$ cat src/design/xcvr_pkg.sv
package xcvr_pkg;

  // Data path and bus widths
  localparam int DATA_W  = 8;
  localparam int COUNT_W = 8;
  localparam int APB_AW  = 12;
  localparam int APB_DW  = 32;

  // Register byte addresses
  localparam logic [APB_AW-1:0] CTRL_OFS    = 12'h000;
  localparam logic [APB_AW-1:0] STATUS_OFS  = 12'h004;
  localparam logic [APB_AW-1:0] STORE_A_OFS = 12'h008;
  localparam logic [APB_AW-1:0] STORE_B_OFS = 12'h00c;

  // Control register layout
  localparam int CTRL_W          = 4;
  localparam int CTRL_OE_N_BIT   = 0;
  localparam int CTRL_DIR_BIT    = 1;
  localparam int CTRL_B_SEL_BIT  = 2;
  localparam int CTRL_A_SEL_BIT  = 3;
  localparam logic [CTRL_W-1:0] CTRL_RESET = 4'h1;

  // Status register layout
  localparam int STAT_MODE_LSB = 0;
  localparam int STAT_MODE_MSB = 2;
  localparam int STAT_CLKA_BIT = 3;
  localparam int STAT_CLKB_BIT = 4;
  localparam int STAT_CNTA_LSB = 8;
  localparam int STAT_CNTB_LSB = 16;

  // Byte lane that carries the control field
  localparam int CTRL_LANE = 0;

  // Port drive modes, Gray coded along the usual path
  typedef enum logic [2:0] {
    MODE_ISOLATE   = 3'b000,
    MODE_A_LIVE    = 3'b001,
    MODE_A_STORED  = 3'b011,
    MODE_B_LIVE    = 3'b010,
    MODE_B_STORED  = 3'b110
  } mode_t;

endpackage : xcvr_pkg

$ cat src/design/pin_sync.sv
`timescale 1ns/1ns
`default_nettype none
module pin_sync
  import xcvr_pkg::*;
#(
  parameter int WIDTH = 1
) (
  input  wire logic             i_clk,   // System clock
  input  wire logic             i_rst_n, // Async reset, active low
  input  wire logic [WIDTH-1:0] i_pin,   // Raw pin level
  output logic      [WIDTH-1:0] o_level  // Filtered level
);

  logic [WIDTH-1:0] stage1;
  logic [WIDTH-1:0] stage2;
  logic [WIDTH-1:0] stage3;

  // Three-stage shift of the raw pin
  always_ff @(posedge i_clk or negedge i_rst_n) begin
    if (!i_rst_n) begin
      stage1 <= '0;
      stage2 <= '0;
      stage3 <= '0;
    end else begin
      stage1 <= i_pin;
      stage2 <= stage1;
      stage3 <= stage2;
    end
  end

  // Each bit moves only once stages two and three agree
  for (genvar g = 0; g < WIDTH; g++) begin : g_bit
    always_ff @(posedge i_clk or negedge i_rst_n) begin
      if (!i_rst_n) begin
        o_level[g] <= 1'b0;
      end else if (stage2[g] == stage3[g]) begin
        o_level[g] <= stage3[g];
      end
    end
  end

endmodule : pin_sync
`default_nettype wire

$ cat src/design/capture_reg.sv
`timescale 1ns/1ns
`default_nettype none
module capture_reg
  import xcvr_pkg::*;
#(
  parameter int WIDTH = DATA_W
) (
  input  wire logic             i_clk,   // System clock
  input  wire logic             i_rst_n, // Async reset, active low
  input  wire logic             i_load,  // Capture edge seen
  input  wire logic [WIDTH-1:0] i_word,  // Word at the port
  output logic      [WIDTH-1:0] o_word   // Stored word
);

  // Load on the capture event, otherwise hold
  always_ff @(posedge i_clk or negedge i_rst_n) begin
    if (!i_rst_n) begin
      o_word <= '0;
    end else if (i_load) begin
      o_word <= i_word;
    end
  end

endmodule : capture_reg
`default_nettype wire

$ cat src/design/registered_octal_bus_transceiver.sv
// The placing of the registers and register access over APB were chosen for this implementation.
`timescale 1ns/1ns
`default_nettype none
module registered_octal_bus_transceiver
  import xcvr_pkg::*;
#(
  parameter int WIDTH = DATA_W,
  parameter int CNT_W = COUNT_W
) (
  input  wire logic              i_clk,                  // System clock, 100 MHz
  input  wire logic              i_rst_n,                // Async reset, active low
  input  wire logic              i_psel,                 // APB select
  input  wire logic              i_penable,              // APB enable
  input  wire logic              i_pwrite,               // APB write
  input  wire logic [APB_AW-1:0] i_paddr,                // APB byte address
  input  wire logic [APB_DW-1:0] i_pwdata,               // APB write data
  input  wire logic [3:0]        i_pstrb,                // APB byte strobes
  output logic      [APB_DW-1:0] o_prdata,               // APB read data
  output logic                   o_pready,               // APB ready
  output logic                   o_pslverr,              // APB error
  input  wire logic              i_a_to_b_capture_clock, // Stores port A
  input  wire logic              i_b_to_a_capture_clock, // Stores port B
  input  wire logic [WIDTH-1:0]  i_port_a_bus,           // Port A pin level
  output logic      [WIDTH-1:0]  o_port_a_bus,           // Port A drive value
  output logic                   o_port_a_bus_oe,        // Port A driven
  input  wire logic [WIDTH-1:0]  i_port_b_bus,           // Port B pin level
  output logic      [WIDTH-1:0]  o_port_b_bus,           // Port B drive value
  output logic                   o_port_b_bus_oe         // Port B driven
);

  logic              clk_a_level;
  logic              clk_b_level;
  logic              clk_a_prev;
  logic              clk_b_prev;
  logic              a_rise;
  logic              b_rise;
  logic [WIDTH-1:0]  live_a;
  logic [WIDTH-1:0]  live_b;
  logic [WIDTH-1:0]  store_a;
  logic [WIDTH-1:0]  store_b;
  logic [CNT_W-1:0]  cnt_a;
  logic [CNT_W-1:0]  cnt_b;
  logic [CTRL_W-1:0] ctrl;
  logic              ctrl_oe_n;
  logic              ctrl_dir;
  logic              ctrl_b_output_source_select;
  logic              ctrl_a_output_source_select;
  mode_t             mode;
  mode_t             next_mode;
  logic              apb_setup;
  logic              apb_access;
  logic              addr_hit;
  logic              decode_err;
  logic [APB_DW-1:0] next_prdata;
  logic [APB_DW-1:0] status_word;

  // Pin synchronisers for both capture clocks and both buses
  pin_sync #(.WIDTH(1)) u_sync_clk_a (
    .i_clk   (i_clk),
    .i_rst_n (i_rst_n),
    .i_pin   (i_a_to_b_capture_clock),
    .o_level (clk_a_level)
  );

  pin_sync #(.WIDTH(1)) u_sync_clk_b (
    .i_clk   (i_clk),
    .i_rst_n (i_rst_n),
    .i_pin   (i_b_to_a_capture_clock),
    .o_level (clk_b_level)
  );

  pin_sync #(.WIDTH(WIDTH)) u_sync_bus_a (
    .i_clk   (i_clk),
    .i_rst_n (i_rst_n),
    .i_pin   (i_port_a_bus),
    .o_level (live_a)
  );

  pin_sync #(.WIDTH(WIDTH)) u_sync_bus_b (
    .i_clk   (i_clk),
    .i_rst_n (i_rst_n),
    .i_pin   (i_port_b_bus),
    .o_level (live_b)
  );

  // Previous filtered clock levels for edge detection
  always_ff @(posedge i_clk or negedge i_rst_n) begin
    if (!i_rst_n) begin
      clk_a_prev <= 1'b0;
      clk_b_prev <= 1'b0;
    end else begin
      clk_a_prev <= clk_a_level;
      clk_b_prev <= clk_b_level;
    end
  end

  // Rising edges, independent of enable, direction and selects
  assign a_rise = clk_a_level && !clk_a_prev;
  assign b_rise = clk_b_level && !clk_b_prev;

  // A-side storage, loaded from the port A pins
  capture_reg #(.WIDTH(WIDTH)) u_store_a (
    .i_clk   (i_clk),
    .i_rst_n (i_rst_n),
    .i_load  (a_rise),
    .i_word  (live_a),
    .o_word  (store_a)
  );

  // B-side storage, loaded from the port B pins
  capture_reg #(.WIDTH(WIDTH)) u_store_b (
    .i_clk   (i_clk),
    .i_rst_n (i_rst_n),
    .i_load  (b_rise),
    .i_word  (live_b),
    .o_word  (store_b)
  );

  // Capture event counters, wrap around
  always_ff @(posedge i_clk or negedge i_rst_n) begin
    if (!i_rst_n) begin
      cnt_a <= '0;
      cnt_b <= '0;
    end else begin
      if (a_rise) begin
        cnt_a <= cnt_a + CNT_W'(1);
      end
      if (b_rise) begin
        cnt_b <= cnt_b + CNT_W'(1);
      end
    end
  end

  // Control fields
  assign ctrl_oe_n                   = ctrl[CTRL_OE_N_BIT];
  assign ctrl_dir                    = ctrl[CTRL_DIR_BIT];
  assign ctrl_b_output_source_select = ctrl[CTRL_B_SEL_BIT];
  assign ctrl_a_output_source_select = ctrl[CTRL_A_SEL_BIT];

  // Drive mode from enable, direction and selects
  always_comb begin
    if (ctrl_oe_n) begin
      next_mode = MODE_ISOLATE;
    end else if (!ctrl_dir) begin
      next_mode = ctrl_a_output_source_select ? MODE_A_STORED : MODE_A_LIVE;
    end else begin
      next_mode = ctrl_b_output_source_select ? MODE_B_STORED : MODE_B_LIVE;
    end
  end

  // Mode register
  always_ff @(posedge i_clk or negedge i_rst_n) begin
    if (!i_rst_n) begin
      mode <= MODE_ISOLATE;
    end else begin
      mode <= next_mode;
    end
  end

  // Port drivers; one mode enables at most one port
  always_ff @(posedge i_clk or negedge i_rst_n) begin
    if (!i_rst_n) begin
      o_port_a_bus    <= '0;
      o_port_b_bus    <= '0;
      o_port_a_bus_oe <= 1'b0;
      o_port_b_bus_oe <= 1'b0;
    end else begin
      case (mode)
        MODE_A_LIVE: begin
          o_port_a_bus    <= live_b;
          o_port_b_bus    <= '0;
          o_port_a_bus_oe <= 1'b1;
          o_port_b_bus_oe <= 1'b0;
        end
        MODE_A_STORED: begin
          o_port_a_bus    <= store_b;
          o_port_b_bus    <= '0;
          o_port_a_bus_oe <= 1'b1;
          o_port_b_bus_oe <= 1'b0;
        end
        MODE_B_LIVE: begin
          o_port_a_bus    <= '0;
          o_port_b_bus    <= live_a;
          o_port_a_bus_oe <= 1'b0;
          o_port_b_bus_oe <= 1'b1;
        end
        MODE_B_STORED: begin
          o_port_a_bus    <= '0;
          o_port_b_bus    <= store_a;
          o_port_a_bus_oe <= 1'b0;
          o_port_b_bus_oe <= 1'b1;
        end
        default: begin
          o_port_a_bus    <= '0;
          o_port_b_bus    <= '0;
          o_port_a_bus_oe <= 1'b0;
          o_port_b_bus_oe <= 1'b0;
        end
      endcase
    end
  end

  // APB phases
  assign apb_setup  = i_psel && !i_penable;
  assign apb_access = i_psel && i_penable;
  assign o_pready   = apb_access;
  assign o_pslverr  = apb_access && decode_err;

  // Status word: mode, clock levels, capture counts
  always_comb begin
    status_word = '0;
    status_word[STAT_MODE_MSB:STAT_MODE_LSB] = mode;
    status_word[STAT_CLKA_BIT] = clk_a_level;
    status_word[STAT_CLKB_BIT] = clk_b_level;
    status_word[STAT_CNTA_LSB +: CNT_W] = cnt_a;
    status_word[STAT_CNTB_LSB +: CNT_W] = cnt_b;
  end

  // Address decode and read mux
  always_comb begin
    addr_hit    = 1'b1;
    next_prdata = '0;
    case (i_paddr)
      CTRL_OFS:    next_prdata = APB_DW'(ctrl);
      STATUS_OFS:  next_prdata = status_word;
      STORE_A_OFS: next_prdata = APB_DW'(store_a);
      STORE_B_OFS: next_prdata = APB_DW'(store_b);
      default: begin
        addr_hit    = 1'b0;
        next_prdata = '0;
      end
    endcase
  end

  // Read data and decode error latched in the setup cycle
  always_ff @(posedge i_clk or negedge i_rst_n) begin
    if (!i_rst_n) begin
      o_prdata   <= '0;
      decode_err <= 1'b0;
    end else if (apb_setup) begin
      o_prdata   <= i_pwrite ? '0 : next_prdata;
      decode_err <= !addr_hit;
    end
  end

  // Control register write at the completing access edge
  always_ff @(posedge i_clk or negedge i_rst_n) begin
    if (!i_rst_n) begin
      ctrl <= CTRL_RESET;
    end else if (apb_access && i_pwrite && (i_paddr == CTRL_OFS) && i_pstrb[CTRL_LANE]) begin
      ctrl <= i_pwdata[CTRL_W-1:0];
    end
  end
endmodule : registered_octal_bus_transceiver
`default_nettype wire

$ cat config.mk
export PLATFORM = sky130hd
export DESIGN_NAME = registered_octal_bus_transceiver
export DESIGN_NICKNAME = d
export VERILOG_FILES = /design/src/design/xcvr_pkg.sv /design/src/design/pin_sync.sv /design/src/design/capture_reg.sv /design/src/design/registered_octal_bus_transceiver.sv
export SDC_FILE = /design/constraint.sdc
export NUM_CORES = 1
export LEC_CHECK = 0
export BUFFER_PORTS_ARGS = -buffer_cell sky130_fd_sc_hd__buf_4
export CORE_MARGIN = 5
export CORE_UTILIZATION = 40
export CTS_CLUSTER_DIAMETER = 150
export CTS_CLUSTER_SIZE = 25
export DETAILED_ROUTE_END_ITERATION = 6
export GPL_TIMING_DRIVEN = 0
export MAX_ROUTING_LAYER = met4
export SLEW_MARGIN = 0
export SYNTH_ARGS = -nofsm -noshare
export SYNTH_HDL_FRONTEND = slang
export SYNTH_SLANG_ARGS = --single-unit
$ cat constraint.sdc
create_clock -name i_clk -period 1.8 [get_ports i_clk]
set_input_delay 0.27 -clock i_clk [delete_from_list [all_inputs] [get_ports i_clk]]
set_output_delay 0.27 -clock i_clk [all_outputs]
set_load 0.005 [all_outputs]
==> impl_metrics.csv <==
group,metric,value,unit
outcome,outcome,"complete, no violations",
synth,synth_edf_count,0,
die,die_h,128,um
synth,yosys_warnings,0,
layout,layout_commonest_cell,"dfrtp_1",
global_route,gr-usage-met1,17.1,%
cts,cts_tree,"done",
layout,area_growth,31.1,%
flow_run,cap_viol_max_count,0,
routing,via_per_inst,4.64,
pwr,peakVddDrop,0.601,mV
synth,syn_avg_cell_area,15.4,um^2
layout,nets,563,
routing,drt-initial-drc-count,160,
global_route,antenna_found_initial,0,
pwr,p_leak,3.36,nW
cts,post-cts-setup-buffers,0,
sta,final_max_slew_viol_count,0,
layout,drive_above_1_share,32.4,%
sta,rsz0062_at_grt,"no",
setup_path,crit_required,2.10,ns
placed_design,dpl_worst_slack,0.222,ns
global_route,met3_usage,4.71,%
sta,hold_viol_final,0,
placed_design,dp_cells,632,
sta,setup_viol,0,
global_route,grt_max_degree,83,
setup_path,path_class,"flip-flop to flip-flop",
setup_path,reg2reg_slack,0.31,ns
global_route,grt_pass1_vias,3221,
sta,fmax,672,MHz
sta,clock-skew-final,0.00547,ns
cts,cts_made_buffers,17,
die,num_io_pins,123,
sta,fin_ws,0.312,ns
synth,synth.distinct_cells,40,
layout,stdcell_area,0.00728,mm^2
synth,synth_area,0.00555,mm^2
routing,via_count,3170,
setup_path,end_kind,"flip-flop",
sta,slew_headroom,55.1,%
setup_path,crit_chain,"nor2b_1 > buf_2 > buf_2 > mux2_2",
setup_path,crit_fanout,10,
global_route,busiest_layer,"met2",
routing,drc,0,
setup_path,crit_slowest_cell,"dfrtp_1",
die,coreArea,0.0137,mm^2
die,start_util,40.4,%
layout,final_util,53.0,%
placed_design,port_buffers,83,
synth,syn_inst,361,
placed_design,place.gp.congestion,0.764,
setup_path,cp_top_family,"buffers and inverters",
setup_path,worstPathArrival,1.79,ns
setup_path,cp_common_cell,"buf_2",
global_route,grt_overflow,0,
placed_design,hpwl,7040,um
placed_design,placed_area,0.00645,mm^2
cts,clkTransAtPathRegs,0.06,ns
sta,post-route-period-util,82.7,%
die,rows,43,
pwr,p_per_area,1190,mW/mm^2
layout,layout.cells.most_common_list,"155 x dfrtp_1, 92 x buf_4, 21 x nor2_1, 21 x mux2_2, 19 x dlygate4sd3_1",
cts,clockBufferDepth,2,
routing,drt-pass1-iter-count,5,
global_route,grt_pass1_wl,16600,um
sta,min_period,1.49,ns
cts,clock_latency,0.42,ns
setup_path,crit_path_start_kind,"flip-flop",
routing,drtAntennaViolNets,0,
routing,routed_wl,10100,um
synth,synthFlopType,"dfrtp_1",
synth,synth_seq_cells,156,
layout,largest_reg_flops,24,
layout,n_antenna_cell,0,
synth,ys_seq_area_share,70.4,%
routing,drt-wirelength-per-cell,14.8,um
setup_path,crit_buf_inv,2,
layout,final_cell_count_no_fill,683,
cts,cts_resized,0,
global_route,grt_usage,13.7,%
cts,cts_num_sinks,156,
global_route,met2_usage,20.5,%
die,die_x,128,um
synth,ys_async_sr_fraction,100,%
layout,regMostFlops,"o_prdata",
die,die_area,0.0163,mm^2
setup_path,cpPeakStageDelay,0.39,ns
sta,tightest_slew,0.673,ns
cts,cts-htree-levels,4,
cts,root_buffer,"clkbuf_16",
worst_hold_path,hold_path_class,"input port to flip-flop",
==> synthesized netlist by cell type, types with 2 or more instances <==
cell type | number | area share (%)
buf_2 | 6 | 0.54
clkbuf_1 | 4 | 0.27
o21ai_0 | 7 | 0.63
a22o_1 | 16 | 2.5
nor4_4 | 2 | 0.77
maj3_1 | 18 | 3.2
nor2b_1 | 3 | 0.34
buf_4 | 10 | 1.4
mux4_2 | 4 | 1.6
inv_1 | 6 | 0.41
dfrtp_1 | 155 | 70
and3_1 | 5 | 0.56
xor2_1 | 2 | 0.32
mux2i_1 | 17 | 3.1
nand2b_1 | 3 | 0.34
ha_1 | 2 | 0.45
nand4_1 | 9 | 1.0
mux2_2 | 21 | 4.3
mux2_1 | 4 | 0.81
nor2_1 | 21 | 1.4
xnor2_1 | 12 | 1.9
nand2_1 | 16 | 1.1
==> final timing paths <==
path,from,to,cells after the start
max,u_sync_clk_a.o_level,u_store_a.o_word[3],4
min,i_pwdata[1],ctrl[1],2
max reg2reg,u_sync_clk_a.o_level,u_store_a.o_word[3],4
min reg2reg,u_sync_bus_a.stage1[1],u_sync_bus_a.stage2[1],0
max in group asynchronous,i_rst_n,ctrl[0],3
min in group asynchronous,i_rst_n,o_prdata[11],2
==> metal layers <==
| layer | routed length (um) | up-vias |
|---|---|---|
| met5 | 0 | - |
| met4 | 170 | 0 |
| met3 | 790 | 13 |
| met2 | 4880 | 92 |
| met1 | 4280 | 1560 |
| li1 | - | 1505 |
==> what timing repair did <==
item	CTS	global route
hold buffers	19	0
setup endpoints to repair	0	0
endpoints found under the hold margin	92	0
==> cell type report <==
cell class	count	area, um^2
flip-flops and latches	156	3910
clock inverters	14	193
well taps	180	225
clock buffers	18	439
repair buffers	103	845
inverters	6	22.5
multi-input cells	184	1500
plain buffers	22	151
fillers	1149	6440
==> power by group <==
group / internal, W / total [W] / switching, W
clock: 0.00236 / 0.00374 / 0.00139
combinational: 0.000444 / 0.000746 / 0.000303
sequential: 0.00386 / 0.00420 / 0.000336
==> per-stage QoR <==
| step | power (W) | TNS (ns) | hold WS, ns |
|---|---|---|---|
| floorplan | 0.00461 | 0 | -0.0256 |
| global placement | 0.00494 | -42.02 | 0.332 |
| detailed placement | 0.00500 | 0 | 0.331 |
| CTS | 0.00880 | 0 | 0.0714 |
| global route | 0.00910 | 0 | 0.0785 |
| finish | 0.00869 | 0 | 0.0840 |
==> kinds of logic after synthesis <==
family                   synth area share, %
XOR/XNOR                                2.21
multiplexers                            9.76
buffers and inverters                   3.13
AO/OA/AOI/OAI                           3.79
AND/OR/NAND/NOR                         6.97
flip-flops                              70.4
other                                 0.0676
adder cells (fa/ha/maj)                 3.70
Note: power is estimated with default switching activity, not from simulation.
